<file path="src/hdl/pakirq_pkg.sv">
package pakirq_pkg;

  // Register byte offsets on the APB
  localparam logic [7:0] OFS_PULL_ENABLE = 8'h00;
  localparam logic [7:0] OFS_SLEW_RATE_ENABLE = 8'h04;
  localparam logic [7:0] OFS_DRIVE_STRENGTH_SELECT = 8'h08;
  localparam logic [7:0] OFS_PIN_IRQ_STATUS_CONTROL = 8'h0c;
  localparam logic [7:0] OFS_PIN_IRQ_SELECT = 8'h10;
  localparam logic [7:0] OFS_PIN_IRQ_POLARITY = 8'h14;
  localparam logic [7:0] OFS_EVENT_STATUS = 8'h18;
  localparam logic [7:0] OFS_EVENT_MASK = 8'h1c;
  localparam logic [7:0] OFS_PIN_LEVEL = 8'h20;

  // Field positions in the status and control register
  localparam int POS_DETECT_MODE = 0;
  localparam int POS_PORT_IRQ_ENABLE = 1;
  localparam int POS_PORT_IRQ_ACKNOWLEDGE = 2;
  localparam int POS_PORT_IRQ_FLAG = 3;

  // Port geometry
  localparam int NUM_PINS = 6;
  localparam int NUM_DRIVE_PINS = 5;
  localparam int NUM_IRQ_PINS = 4;
  localparam int OPEN_DRAIN_PIN_FIVE = 5;

  // Values after reset
  localparam logic [5:0] RST_PULL_ENABLE = 6'h00;
  localparam logic [4:0] RST_SLEW_RATE_ENABLE = 5'h00;
  localparam logic [4:0] RST_DRIVE_STRENGTH_SELECT = 5'h00;
  localparam logic [3:0] RST_PIN_IRQ_SELECT = 4'h0;
  localparam logic [3:0] RST_PIN_IRQ_POLARITY = 4'h0;
  localparam logic [3:0] RST_EVENT_STATUS = 4'h0;
  localparam logic [3:0] RST_EVENT_MASK = 4'h0;
  localparam logic [3:0] RST_PIN_SYNC = 4'h0;

  // Pad control bundle driven to the pin cells
  typedef struct packed {
    logic [5:0] pull_on;
    logic [5:0] pull_down;
    logic [4:0] slew_on;
    logic [4:0] high_drive;
  } pakirq_pad_t;

  // Stored part of the status and control register
  typedef struct packed {
    logic port_irq_flag;
    logic port_irq_enable;
    logic detect_mode;
  } pakirq_sc_t;

  localparam pakirq_pad_t RST_PAD = '0;
  localparam pakirq_sc_t RST_SC = '0;

  // APB slave phases, Gray coded along idle, setup, access
  typedef enum logic [1:0] {
    APB_IDLE = 2'b00,
    APB_SETUP = 2'b01,
    APB_ACCESS = 2'b11
  } pakirq_apb_state_t;

endpackage

</file>
<file path="src/hdl/pakirq_port.sv">
// Design decisions made here: the register offsets and register access over APB.
`timescale 1ns/100ps
// Summary of operation
// - Each of pins 5 to 0 has a pull-enable bit, 1 turning its pull device on and 0 off.
// - Except on open-drain pin 5, the pull device is off whenever the pin is an output.
// - A pull-down replaces the pull-up only on a selected interrupt pin whose polarity is rising or high.
// - Pins 4 to 0 have slew control enables, 1 enabling, with no effect on inputs.
// - Bit 5 of the slew and drive registers is reserved, ignores writes and reads as zero here.
// - Pins 4 to 0 have drive strength bits, 0 low and 1 high, with no effect on inputs.
// - The port interrupt flag in status bit 3 is set on detection and ignores writes to bit 3.
// - Writing 1 to acknowledge bit 2 clears the flag unless a detection occurs or mode 1 sees a selected pin at its active level; bit 2 reads as 0.
// - The port interrupt request is raised only while enable bit 1 is 1.
// - Mode bit 0 picks edge-only detection at 0 and edge plus level detection at 1.
// - Only pins 3 to 0 whose select bit is 1 can cause a port interrupt.
// - Polarity 0 attaches a pull-up and makes a falling edge or low level active.
// - Polarity 1 attaches a pull-down on a selected pin and makes a rising edge or high level active.
module pakirq_port
  import pakirq_pkg::*;
(
  input wire logic pclk,
  input wire logic presetn,
  input wire logic psel,
  input wire logic penable,
  input wire logic pwrite,
  input wire logic [7:0] paddr,
  input wire logic [31:0] pwdata,
  input wire logic [3:0] pstrb,
  output logic [31:0] prdata,
  output logic pready,
  output logic pslverr,
  input wire logic [5:0] pin_is_output,
  input wire logic [3:0] pin_in,
  output pakirq_pad_t pad_ctrl,
  output logic port_irq_request,
  output logic irq
);

  pakirq_apb_state_t apb_state;
  pakirq_apb_state_t next_apb_state;
  pakirq_sc_t sc;
  logic port_irq_flag;
  logic port_irq_enable;
  logic detect_mode;
  pakirq_pad_t next_pad_ctrl;
  logic [5:0] pull_enable;
  logic [4:0] slew_rate_enable;
  logic [4:0] drive_strength_select;
  logic [3:0] pin_irq_select;
  logic [3:0] pin_irq_polarity;
  logic [3:0] event_status;
  logic [3:0] event_mask;
  logic [3:0] pin_meta;
  logic [3:0] pin_sync;
  logic [3:0] pin_prev;
  logic [3:0] pin_active;
  logic [3:0] pin_edge;
  logic [3:0] pin_detect;
  logic level_hold;
  logic any_detect;
  logic addr_hit;
  logic wr_take;
  logic wr_lane0;
  logic ack_write;
  logic [31:0] next_rdata;

  // Bus phase tracker; only used to keep read data aligned with the access
  always_comb
  begin
    next_apb_state = apb_state;
    case (apb_state)
      APB_IDLE:
      begin
        if (psel)
          next_apb_state = APB_SETUP;
      end
      APB_SETUP:
      begin
        if (psel && penable)
          next_apb_state = APB_ACCESS;
        else if (!psel)
          next_apb_state = APB_IDLE;
      end
      APB_ACCESS:
      begin
        if (psel && !penable)
          next_apb_state = APB_SETUP;
        else if (!psel)
          next_apb_state = APB_IDLE;
      end
      default:
      begin
        next_apb_state = APB_IDLE;
      end
    endcase
  end

  always_ff @(posedge pclk or negedge presetn)
  begin
    if (!presetn)
      apb_state <= APB_IDLE;
    else
      apb_state <= next_apb_state;
  end

  // Address decode over the nine mapped words
  always_comb
  begin
    case (paddr)
      OFS_PULL_ENABLE,
      OFS_SLEW_RATE_ENABLE,
      OFS_DRIVE_STRENGTH_SELECT,
      OFS_PIN_IRQ_STATUS_CONTROL,
      OFS_PIN_IRQ_SELECT,
      OFS_PIN_IRQ_POLARITY,
      OFS_EVENT_STATUS,
      OFS_EVENT_MASK,
      OFS_PIN_LEVEL:
        addr_hit = 1'b1;
      default:
        addr_hit = 1'b0;
    endcase
  end

  // Zero wait states; unmapped addresses answer with an error
  assign pready = 1'b1;
  assign pslverr = psel && penable && !addr_hit;
  // All fields live in byte lane 0, so a write without that lane stores nothing
  assign wr_take = psel && penable && pwrite && addr_hit;
  assign wr_lane0 = wr_take && pstrb[0];
  assign ack_write = wr_lane0 && (paddr == OFS_PIN_IRQ_STATUS_CONTROL) && pwdata[POS_PORT_IRQ_ACKNOWLEDGE];

  // Read mux, evaluated during setup
  always_comb
  begin
    next_rdata = 32'h00000000;
    case (paddr)
      OFS_PULL_ENABLE:
        next_rdata[5:0] = pull_enable;
      OFS_SLEW_RATE_ENABLE:
        next_rdata[4:0] = slew_rate_enable;
      OFS_DRIVE_STRENGTH_SELECT:
        next_rdata[4:0] = drive_strength_select;
      OFS_PIN_IRQ_STATUS_CONTROL:
      begin
        next_rdata[POS_PORT_IRQ_FLAG] = sc.port_irq_flag;
        next_rdata[POS_PORT_IRQ_ACKNOWLEDGE] = 1'b0;
        next_rdata[POS_PORT_IRQ_ENABLE] = sc.port_irq_enable;
        next_rdata[POS_DETECT_MODE] = sc.detect_mode;
      end
      OFS_PIN_IRQ_SELECT:
        next_rdata[3:0] = pin_irq_select;
      OFS_PIN_IRQ_POLARITY:
        next_rdata[3:0] = pin_irq_polarity;
      OFS_EVENT_STATUS:
        next_rdata[3:0] = event_status;
      OFS_EVENT_MASK:
        next_rdata[3:0] = event_mask;
      OFS_PIN_LEVEL:
        next_rdata[3:0] = pin_sync;
      default:
        next_rdata = 32'h00000000;
    endcase
  end

  // Read data is captured in setup so it is stable through the access
  always_ff @(posedge pclk or negedge presetn)
  begin
    if (!presetn)
      prdata <= 32'h00000000;
    else if ((next_apb_state == APB_SETUP) && !pwrite)
      prdata <= next_rdata;
  end

  // Pad configuration registers
  always_ff @(posedge pclk or negedge presetn)
  begin
    if (!presetn)
    begin
      pull_enable <= RST_PULL_ENABLE;
      slew_rate_enable <= RST_SLEW_RATE_ENABLE;
      drive_strength_select <= RST_DRIVE_STRENGTH_SELECT;
    end
    else if (wr_lane0)
    begin
      if (paddr == OFS_PULL_ENABLE)
        pull_enable <= pwdata[5:0];
      if (paddr == OFS_SLEW_RATE_ENABLE)
        slew_rate_enable <= pwdata[4:0];
      if (paddr == OFS_DRIVE_STRENGTH_SELECT)
        drive_strength_select <= pwdata[4:0];
    end
  end

  // Interrupt pin configuration registers
  always_ff @(posedge pclk or negedge presetn)
  begin
    if (!presetn)
    begin
      pin_irq_select <= RST_PIN_IRQ_SELECT;
      pin_irq_polarity <= RST_PIN_IRQ_POLARITY;
      event_mask <= RST_EVENT_MASK;
    end
    else if (wr_lane0)
    begin
      if (paddr == OFS_PIN_IRQ_SELECT)
        pin_irq_select <= pwdata[3:0];
      if (paddr == OFS_PIN_IRQ_POLARITY)
        pin_irq_polarity <= pwdata[3:0];
      if (paddr == OFS_EVENT_MASK)
        event_mask <= pwdata[3:0];
    end
  end

  // Enable and mode bits; the flag is left to its own process
  always_ff @(posedge pclk or negedge presetn)
  begin
    if (!presetn)
    begin
      port_irq_enable <= RST_SC.port_irq_enable;
      detect_mode <= RST_SC.detect_mode;
    end
    else if (wr_lane0 && (paddr == OFS_PIN_IRQ_STATUS_CONTROL))
    begin
      port_irq_enable <= pwdata[POS_PORT_IRQ_ENABLE];
      detect_mode <= pwdata[POS_DETECT_MODE];
    end
  end

  // Two-stage synchroniser, the first stage feeds only the second
  always_ff @(posedge pclk or negedge presetn)
  begin
    if (!presetn)
    begin
      pin_meta <= RST_PIN_SYNC;
      pin_sync <= RST_PIN_SYNC;
      pin_prev <= RST_PIN_SYNC;
    end
    else
    begin
      pin_meta <= pin_in;
      pin_sync <= pin_meta;
      pin_prev <= pin_sync;
    end
  end

  // Per-pin detection; a polarity change can look like an edge, hence the init order
  always_comb
  begin
    for (int i = 0; i < NUM_IRQ_PINS; i++)
    begin
      pin_active[i] = pin_irq_polarity[i] ? pin_sync[i] : !pin_sync[i];
      pin_edge[i] = pin_irq_polarity[i] ? (pin_sync[i] && !pin_prev[i]) : (!pin_sync[i] && pin_prev[i]);
      pin_detect[i] = pin_irq_select[i] && (pin_edge[i] || (sc.detect_mode && pin_active[i]));
    end
  end

  assign any_detect = |pin_detect;
  // In mode 1, a selected pin still at its active level blocks the acknowledge
  assign level_hold = sc.detect_mode && |(pin_irq_select & pin_active);

  // Flag: set wins over acknowledge, plain writes never touch it
  always_ff @(posedge pclk or negedge presetn)
  begin
    if (!presetn)
      port_irq_flag <= RST_SC.port_irq_flag;
    else if (any_detect)
      port_irq_flag <= 1'b1;
    else if (ack_write && !level_hold)
      port_irq_flag <= 1'b0;
  end

  // Per-pin sticky events, write one to clear, set wins
  always_ff @(posedge pclk or negedge presetn)
  begin
    if (!presetn)
      event_status <= RST_EVENT_STATUS;
    else if (wr_lane0 && (paddr == OFS_EVENT_STATUS))
      event_status <= (event_status & ~pwdata[3:0]) | pin_detect;
    else
      event_status <= event_status | pin_detect;
  end

  // Pad control; pin 5 is open drain and keeps its pull as an output
  always_comb
  begin
    next_pad_ctrl = RST_PAD;
    for (int i = 0; i < NUM_PINS; i++)
    begin
      if (i == OPEN_DRAIN_PIN_FIVE)
        next_pad_ctrl.pull_on[i] = pull_enable[i];
      else
        next_pad_ctrl.pull_on[i] = pull_enable[i] && !pin_is_output[i];
    end
    for (int i = 0; i < NUM_IRQ_PINS; i++)
    begin
      next_pad_ctrl.pull_down[i] = pin_irq_select[i] && pin_irq_polarity[i];
    end
    for (int i = 0; i < NUM_DRIVE_PINS; i++)
    begin
      next_pad_ctrl.slew_on[i] = slew_rate_enable[i] && pin_is_output[i];
      next_pad_ctrl.high_drive[i] = drive_strength_select[i] && pin_is_output[i];
    end
  end

  // Registered so the pad cells see glitch-free controls
  always_ff @(posedge pclk or negedge presetn)
  begin
    if (!presetn)
      pad_ctrl <= RST_PAD;
    else
      pad_ctrl <= next_pad_ctrl;
  end

  // Status fields gathered in one word; each bit keeps its own register and driver
  assign sc = {port_irq_flag, port_irq_enable, detect_mode};

  // Request and summary interrupt outputs
  assign port_irq_request = sc.port_irq_flag && sc.port_irq_enable;
  assign irq = |(event_status & event_mask);

endmodule

</file>
<file path="config.mk">
export PLATFORM = sky130hd
export DESIGN_NAME = pakirq_port
export DESIGN_NICKNAME = d
export VERILOG_FILES = /design/src/hdl/pakirq_pkg.sv /design/src/hdl/pakirq_port.sv
export SDC_FILE = /design/constraint.sdc
export NUM_CORES = 1
export LEC_CHECK = 0
export BUFFER_PORTS_ARGS = -buffer_cell sky130_fd_sc_hd__buf_2
export CORE_MARGIN = 10
export CORE_UTILIZATION = 50
export CTS_CLUSTER_DIAMETER = 120
export CTS_CLUSTER_SIZE = 20
export DETAILED_ROUTE_END_ITERATION = 8
export GPL_ROUTABILITY_DRIVEN = 0
export MAX_ROUTING_LAYER = met4
export PLACE_DENSITY = 0.8
export SYNTH_ARGS = -nofsm -noshare
export SYNTH_HDL_FRONTEND = slang
export SYNTH_SLANG_ARGS = --single-unit
</file>
<file path="constraint.sdc">
create_clock -name pclk -period 2.15 [get_ports pclk]
set_clock_uncertainty 0.15 [all_clocks]
set_input_delay 0.43 -clock pclk [delete_from_list [all_inputs] [get_ports pclk]]
set_output_delay 0.43 -clock pclk [all_outputs]
set_load 0.02 [all_outputs]
</file>
Yosys cells after proc, flatten, opt, wreduce, memory -nomap -nowiden
Cells that the tools add are included.
- logic and storage cells: 138
- input port bits: 59
- output and inout bits: 58
- bits in registers: 75
- bitwise gates (word level): 6
- eq/ne operators: 11
- reductions and logical operators: 82
- multiplexer cells: 20
- operators with widths (kind ; count):
    logical AND 1 bit ; 48
    one-hot mux 4 bit (9 select lines) ; 1
    == test 8 x 5 -> 1 bit (second input constant) ; 4
    zero test 1 bit ; 17
    == test 8 x 4 -> 1 bit (second input constant) ; 2
    AND 4 bit ; 3
    2-to-1 mux 1 bit ; 12
    AND reduction 2 bit ; 6
    OR reduction 4 bit ; 3
    OR reduction 9 bit ; 1
    == test 8 x 3 -> 1 bit (second input constant) ; 1
    == test 8 x 6 -> 1 bit (second input constant) ; 1
    zero test 8 bit ; 1
    2-to-1 mux 2 bit ; 4
    OR 4 bit ; 2
    one-hot mux 2 bit (3 select lines) ; 1
    == test 2 x 1 -> 1 bit (second input constant) ; 2
    logical OR 1 bit ; 4
    2-to-1 mux 4 bit ; 1
    inverter 4 bit ; 1
    one-hot mux 1 bit (3 select lines) ; 1
    == test 2 bit (second input constant) ; 1
    zero test 2 bit ; 1
    nonzero test 2 bit ; 1

Depth between registers and ports, before layout
- depth after elaboration: 10
- depth in mapped cells: 7
- gate-level depth less buffers: 5

Worst setup path after synthesis
OpenSTA, ideal clock, no wires.
- path type: in2reg
- from: input paddr[5]
- to: register slew_rate_enable[0]
- cell stages on the path: 4
- arrival: 1.687 ns
- buffers on the path: 0
- data required time: 1.875 ns
- slack: 0.188 ns
- library setup time: 0.125 ns
- path through: or3_4 nor4_4 nand3_1 mux2_2
- word-level cells in the longest chain between the ends: 6
- elaborated cells on any way between the ends: 14
- classes of those cells: eq/ne: 8; mux: 1; reduce/logical: 5
- RTL lines (what ; line ; source):
    start: declaration ; pakirq_port.sv:25 ; input wire logic [7:0] paddr,
    == test 8 x 4 -> 1 bit, or another cell as far along ; pakirq_port.sv:108 ; case (paddr)
    OR reduction 9 bit ; pakirq_port.sv:108 ;
    2-to-1 mux 1 bit ; pakirq_port.sv:108 ;
    logical AND 1 bit ; pakirq_port.sv:128 ; assign wr_take = psel && penable && pwrite && addr_hit;
    logical AND 1 bit ; pakirq_port.sv:129 ; assign wr_lane0 = wr_take && pstrb[0];
    AND reduction 2 bit (no line) * ; -- ;
    end signal: assignment ; pakirq_port.sv:188 ; slew_rate_enable <= pwdata[4:0];
    end: declaration ; pakirq_port.sv:46 ; logic [4:0] slew_rate_enable;
Every way passes the cells marked *; elsewhere a longest branch is shown, timed or not.
A chain may end at the register's enable or synchronous reset.

Worst setup path after layout
- from: input paddr[3]
- to: output pslverr
- word-level cells in the longest chain between the ends: 5
- elaborated cells on any way between the ends: 13
- classes of those cells: eq/ne: 8; mux: 1; reduce/logical: 4
- RTL lines (what ; line ; source):
    == test 8 x 4 -> 1 bit, or another cell as far along ; pakirq_port.sv:108 ;
    OR reduction 9 bit * ; pakirq_port.sv:108 ;
    2-to-1 mux 1 bit * ; pakirq_port.sv:108 ;
    zero test 1 bit * ; pakirq_port.sv:126 ; assign pslverr = psel && penable && !addr_hit;
    logical AND 1 bit * ; pakirq_port.sv:126 ;
    end: declaration ; pakirq_port.sv:30 ; output logic pslverr,
Marked as above.

==> impl_metrics.tcl <==
set metrics [dict create \
    outcome "finished, final reports clean" \
    clkSlewWorstSetupHoldPaths_ns 0.07 \
    cts_buffers 9 \
    die_y_um 103 \
    period_minus_slack_ns 1.90 \
    synthFlopType "dfrtp_1" \
    crit_path_max_incr_delay_ns 0.29 \
    area_growth_pct 17.5 \
    synth_cell_types 42 \
    synthArstFlopShare_pct 100 \
    fmax_ghz 0.527 \
    crit_top_cell "buf_2" \
    dp_hpwl_um 6190 \
    avgSynthCellArea_um2 11.4 \
    avgRoutedWirePerCell_um 17.5 \
    ir_drop_mv 0.305 \
    synth-seq-area-share_pct 54.5 \
    globalRouteOverflowTotal 0 \
    std_cell_rows 30 \
    cts_setup_buffers 0 \
    min_period_over_period_pct 88.3 \
    yosysTopAreaCell "dfrtp_1" \
    portBuffers 57 \
    synth-edff-count 0 \
    drc 0 \
    path_cells "buf_2 -> o31ai_1 -> and3_1 -> nor2_1 -> buf_2" \
    initial_utilization_pct 50.9 \
    worstSetupPathType "in -> out" \
    clockBufferDepth 2 \
    critical_path_required_ns 1.57 \
    route.vias.total 2499 \
    final_util_pct 59.9 \
    hold_buffers 1 \
    clock_latency_ns 0.35 \
    synth_warnings 0 \
    core_area_um2 6760 \
    drt-initial-drc-count 255 \
    cts_tree "done" \
    grt_first_pass_wirelength_um 12800 \
    grt_max_degree 76 \
    rsz0062_at_grt "no" \
    pin_count 117 \
    synth_seq_cells 75 \
    hold_violations 0 \
    grt_pass1_vias 2509 \
    antenna_found_initial 0 \
    clock_sinks 75 \
    vias_per_cell 5.34 \
    fin_nets 442 \
    grt_usage_pct 16.3 \
    maxCapViolCount 0 \
    drive_above_1_share_pct 34.0 \
    diodes 0 \
    holdCritPathClass "in -> reg" \
    die_w_um 103 \
    critPathArrivalTime_ns 1.32 \
    clockRootBuffer "clkbuf_8" \
    wl_um 8170 \
    htreeDepth 3 \
    ant_nets 0 \
    leakagePower_nw 2.04 \
    firstDrtPassIters 5 \
    synthTopCellsByArea "dfrtp_1 (55%), mux2_2 (9.8%), buf_4 (6.3%)" \
    setup_violations 0 \
    worstPathMaxFanout 4 \
    die_area_um2 10600 \
    p_per_area_nw_per_um2 645 \
    final-max-slew-violation-count 0 \
    syn_inst 302 \
    synth_top_area_share_pct 54.5 \
    syn_area_um2 3440 \
    tns_ns 0 \
    slowest_stage "o31ai_1" \
    end_kind "output pin" \
    cts_resized 0 \
    start_kind "input port" \
]
==> kinds of logic (layout without fill, tap and decap cells) <==
group	count (synthesis)	in the layout	share of synthesized area, %
simple gates	96	96	15.4
flops	75	75	54.5
compound gates	50	50	9.60
buf+inv	40	99	7.63
mux	34	34	11.3
xor+xnor	5	5	1.27
other cells	2	29	0.218
==> worst paths after layout <==
kind	slack (ns)	endpoint	startpoint	cells past startpoint
max	0.25	pslverr	paddr[3]	5
max reg2reg	0.48	prdata[1]	apb_state[0]	5
min	0.03	pin_meta[3]	pin_in[3]	1
min reg2reg	0.20	pin_sync[0]	pin_meta[0]	0
max in group asynchronous	1.06	prdata[3]	presetn	3
min in group asynchronous	0.47	pad_ctrl[12]	presetn	3
==> through the flow <==
step / power, mW / std cells / setup slack, ns / cell area, um^2 / hold slack [ns]
floorplan: 1.60 / 329 / 0.188 / 3540 / -0.0156
global placement: 1.66 / 451 / 0.0241 / 3850 / 0.183
detailed placement: 1.67 / 451 / 0.0115 / 3850 / 0.191
CTS: 2.63 / 468 / 0.244 / 4040 / 0.0178
global route: 2.71 / 468 / 0.154 / 4040 / 0.0219
finish: 2.61 / 468 / 0.251 / 4040 / 0.0308
==> area by class of cell <==
type,count,area [um^2]
Inverter,3,11.3
Sequential cell,75,1880
Tap cell,80,100
Timing Repair Buffer,80,473
Multi-Input combinational cell,214,1400
Fill cell,586,2710
Clock inverter,5,27.5
Clock buffer,11,151
==> metal layers <==
metal	part of all wire [%]	vias to the layer above	track usage, %
li1	-	1173	-
met1	41	1214	19.7
met2	49	96	25.3
met3	7.7	16	3.49
met4	2.4	0	8.66
met5	0	-	-
==> state kept, by name, summed over array words and instances, names as in the netlist, 2 cells and up <==
register,flops
apb_state,2
pin_prev,4
pin_irq_polarity,4
pin_sync,4
event_status,4
slew_rate_enable,5
pad_ctrl,20
event_mask,4
pull_enable,6
prdata,6
drive_strength_select,5
pin_irq_select,4
pin_meta,4
==> worst max-delay path: cells and delay by family <==
family	cells	cell delay [ns]
buf+inv	2	0.27
simple gates	2	0.32
compound gates	1	0.29
==> synthesized netlist by cell type, types with 3 or more instances <==
cell,number
inv_1,3
dfrtp_1,75
a21oi_1,9
mux2_2,30
a21o_1,5
o31ai_1,4
nor2b_1,7
nor2_1,13
o21ai_0,13
and2_1,15
and3_1,4
xnor2_1,5
clkbuf_1,5
nand2_1,28
a222oi_1,3
nor3_1,3
mux2i_1,3
buf_2,3
a22oi_1,7
buf_4,29
nand3_1,11
==> power by group <==
part / internal, mW / switching [mW]
Clock: 0.473 / 0.492
Combinational: 0.0602 / 0.143
Sequential: 1.43 / 0.0134
==> layout by cell type (no fill, tap or decap), drive strengths merged, types with 2 or more instances in the layout <==
cell    netlist  final
xnor2         5      5
o31ai         4      4
and2         15     15
clkinv        0      4
nor3          4      4
a22o          2      2
a21oi         9      9
a22oi         7      7
nand4         2      2
and3          4      4
nor4b         2      2
nand2        28     28
a222oi        3      3
buf          32     79
nand3        12     12
nor2         13     13
a21boi        2      2
conb          2     29
a21o          5      5
mux2         30     30
inv           3      3
mux2i         3      3
dfrtp        75     75
o21ai        13     13
nor2b         7      7
nor4          2      2
a31oi         2      2
clkbuf        5     11
nor3b         2      2
No activity file was read; power rests on OpenSTA's default activity.
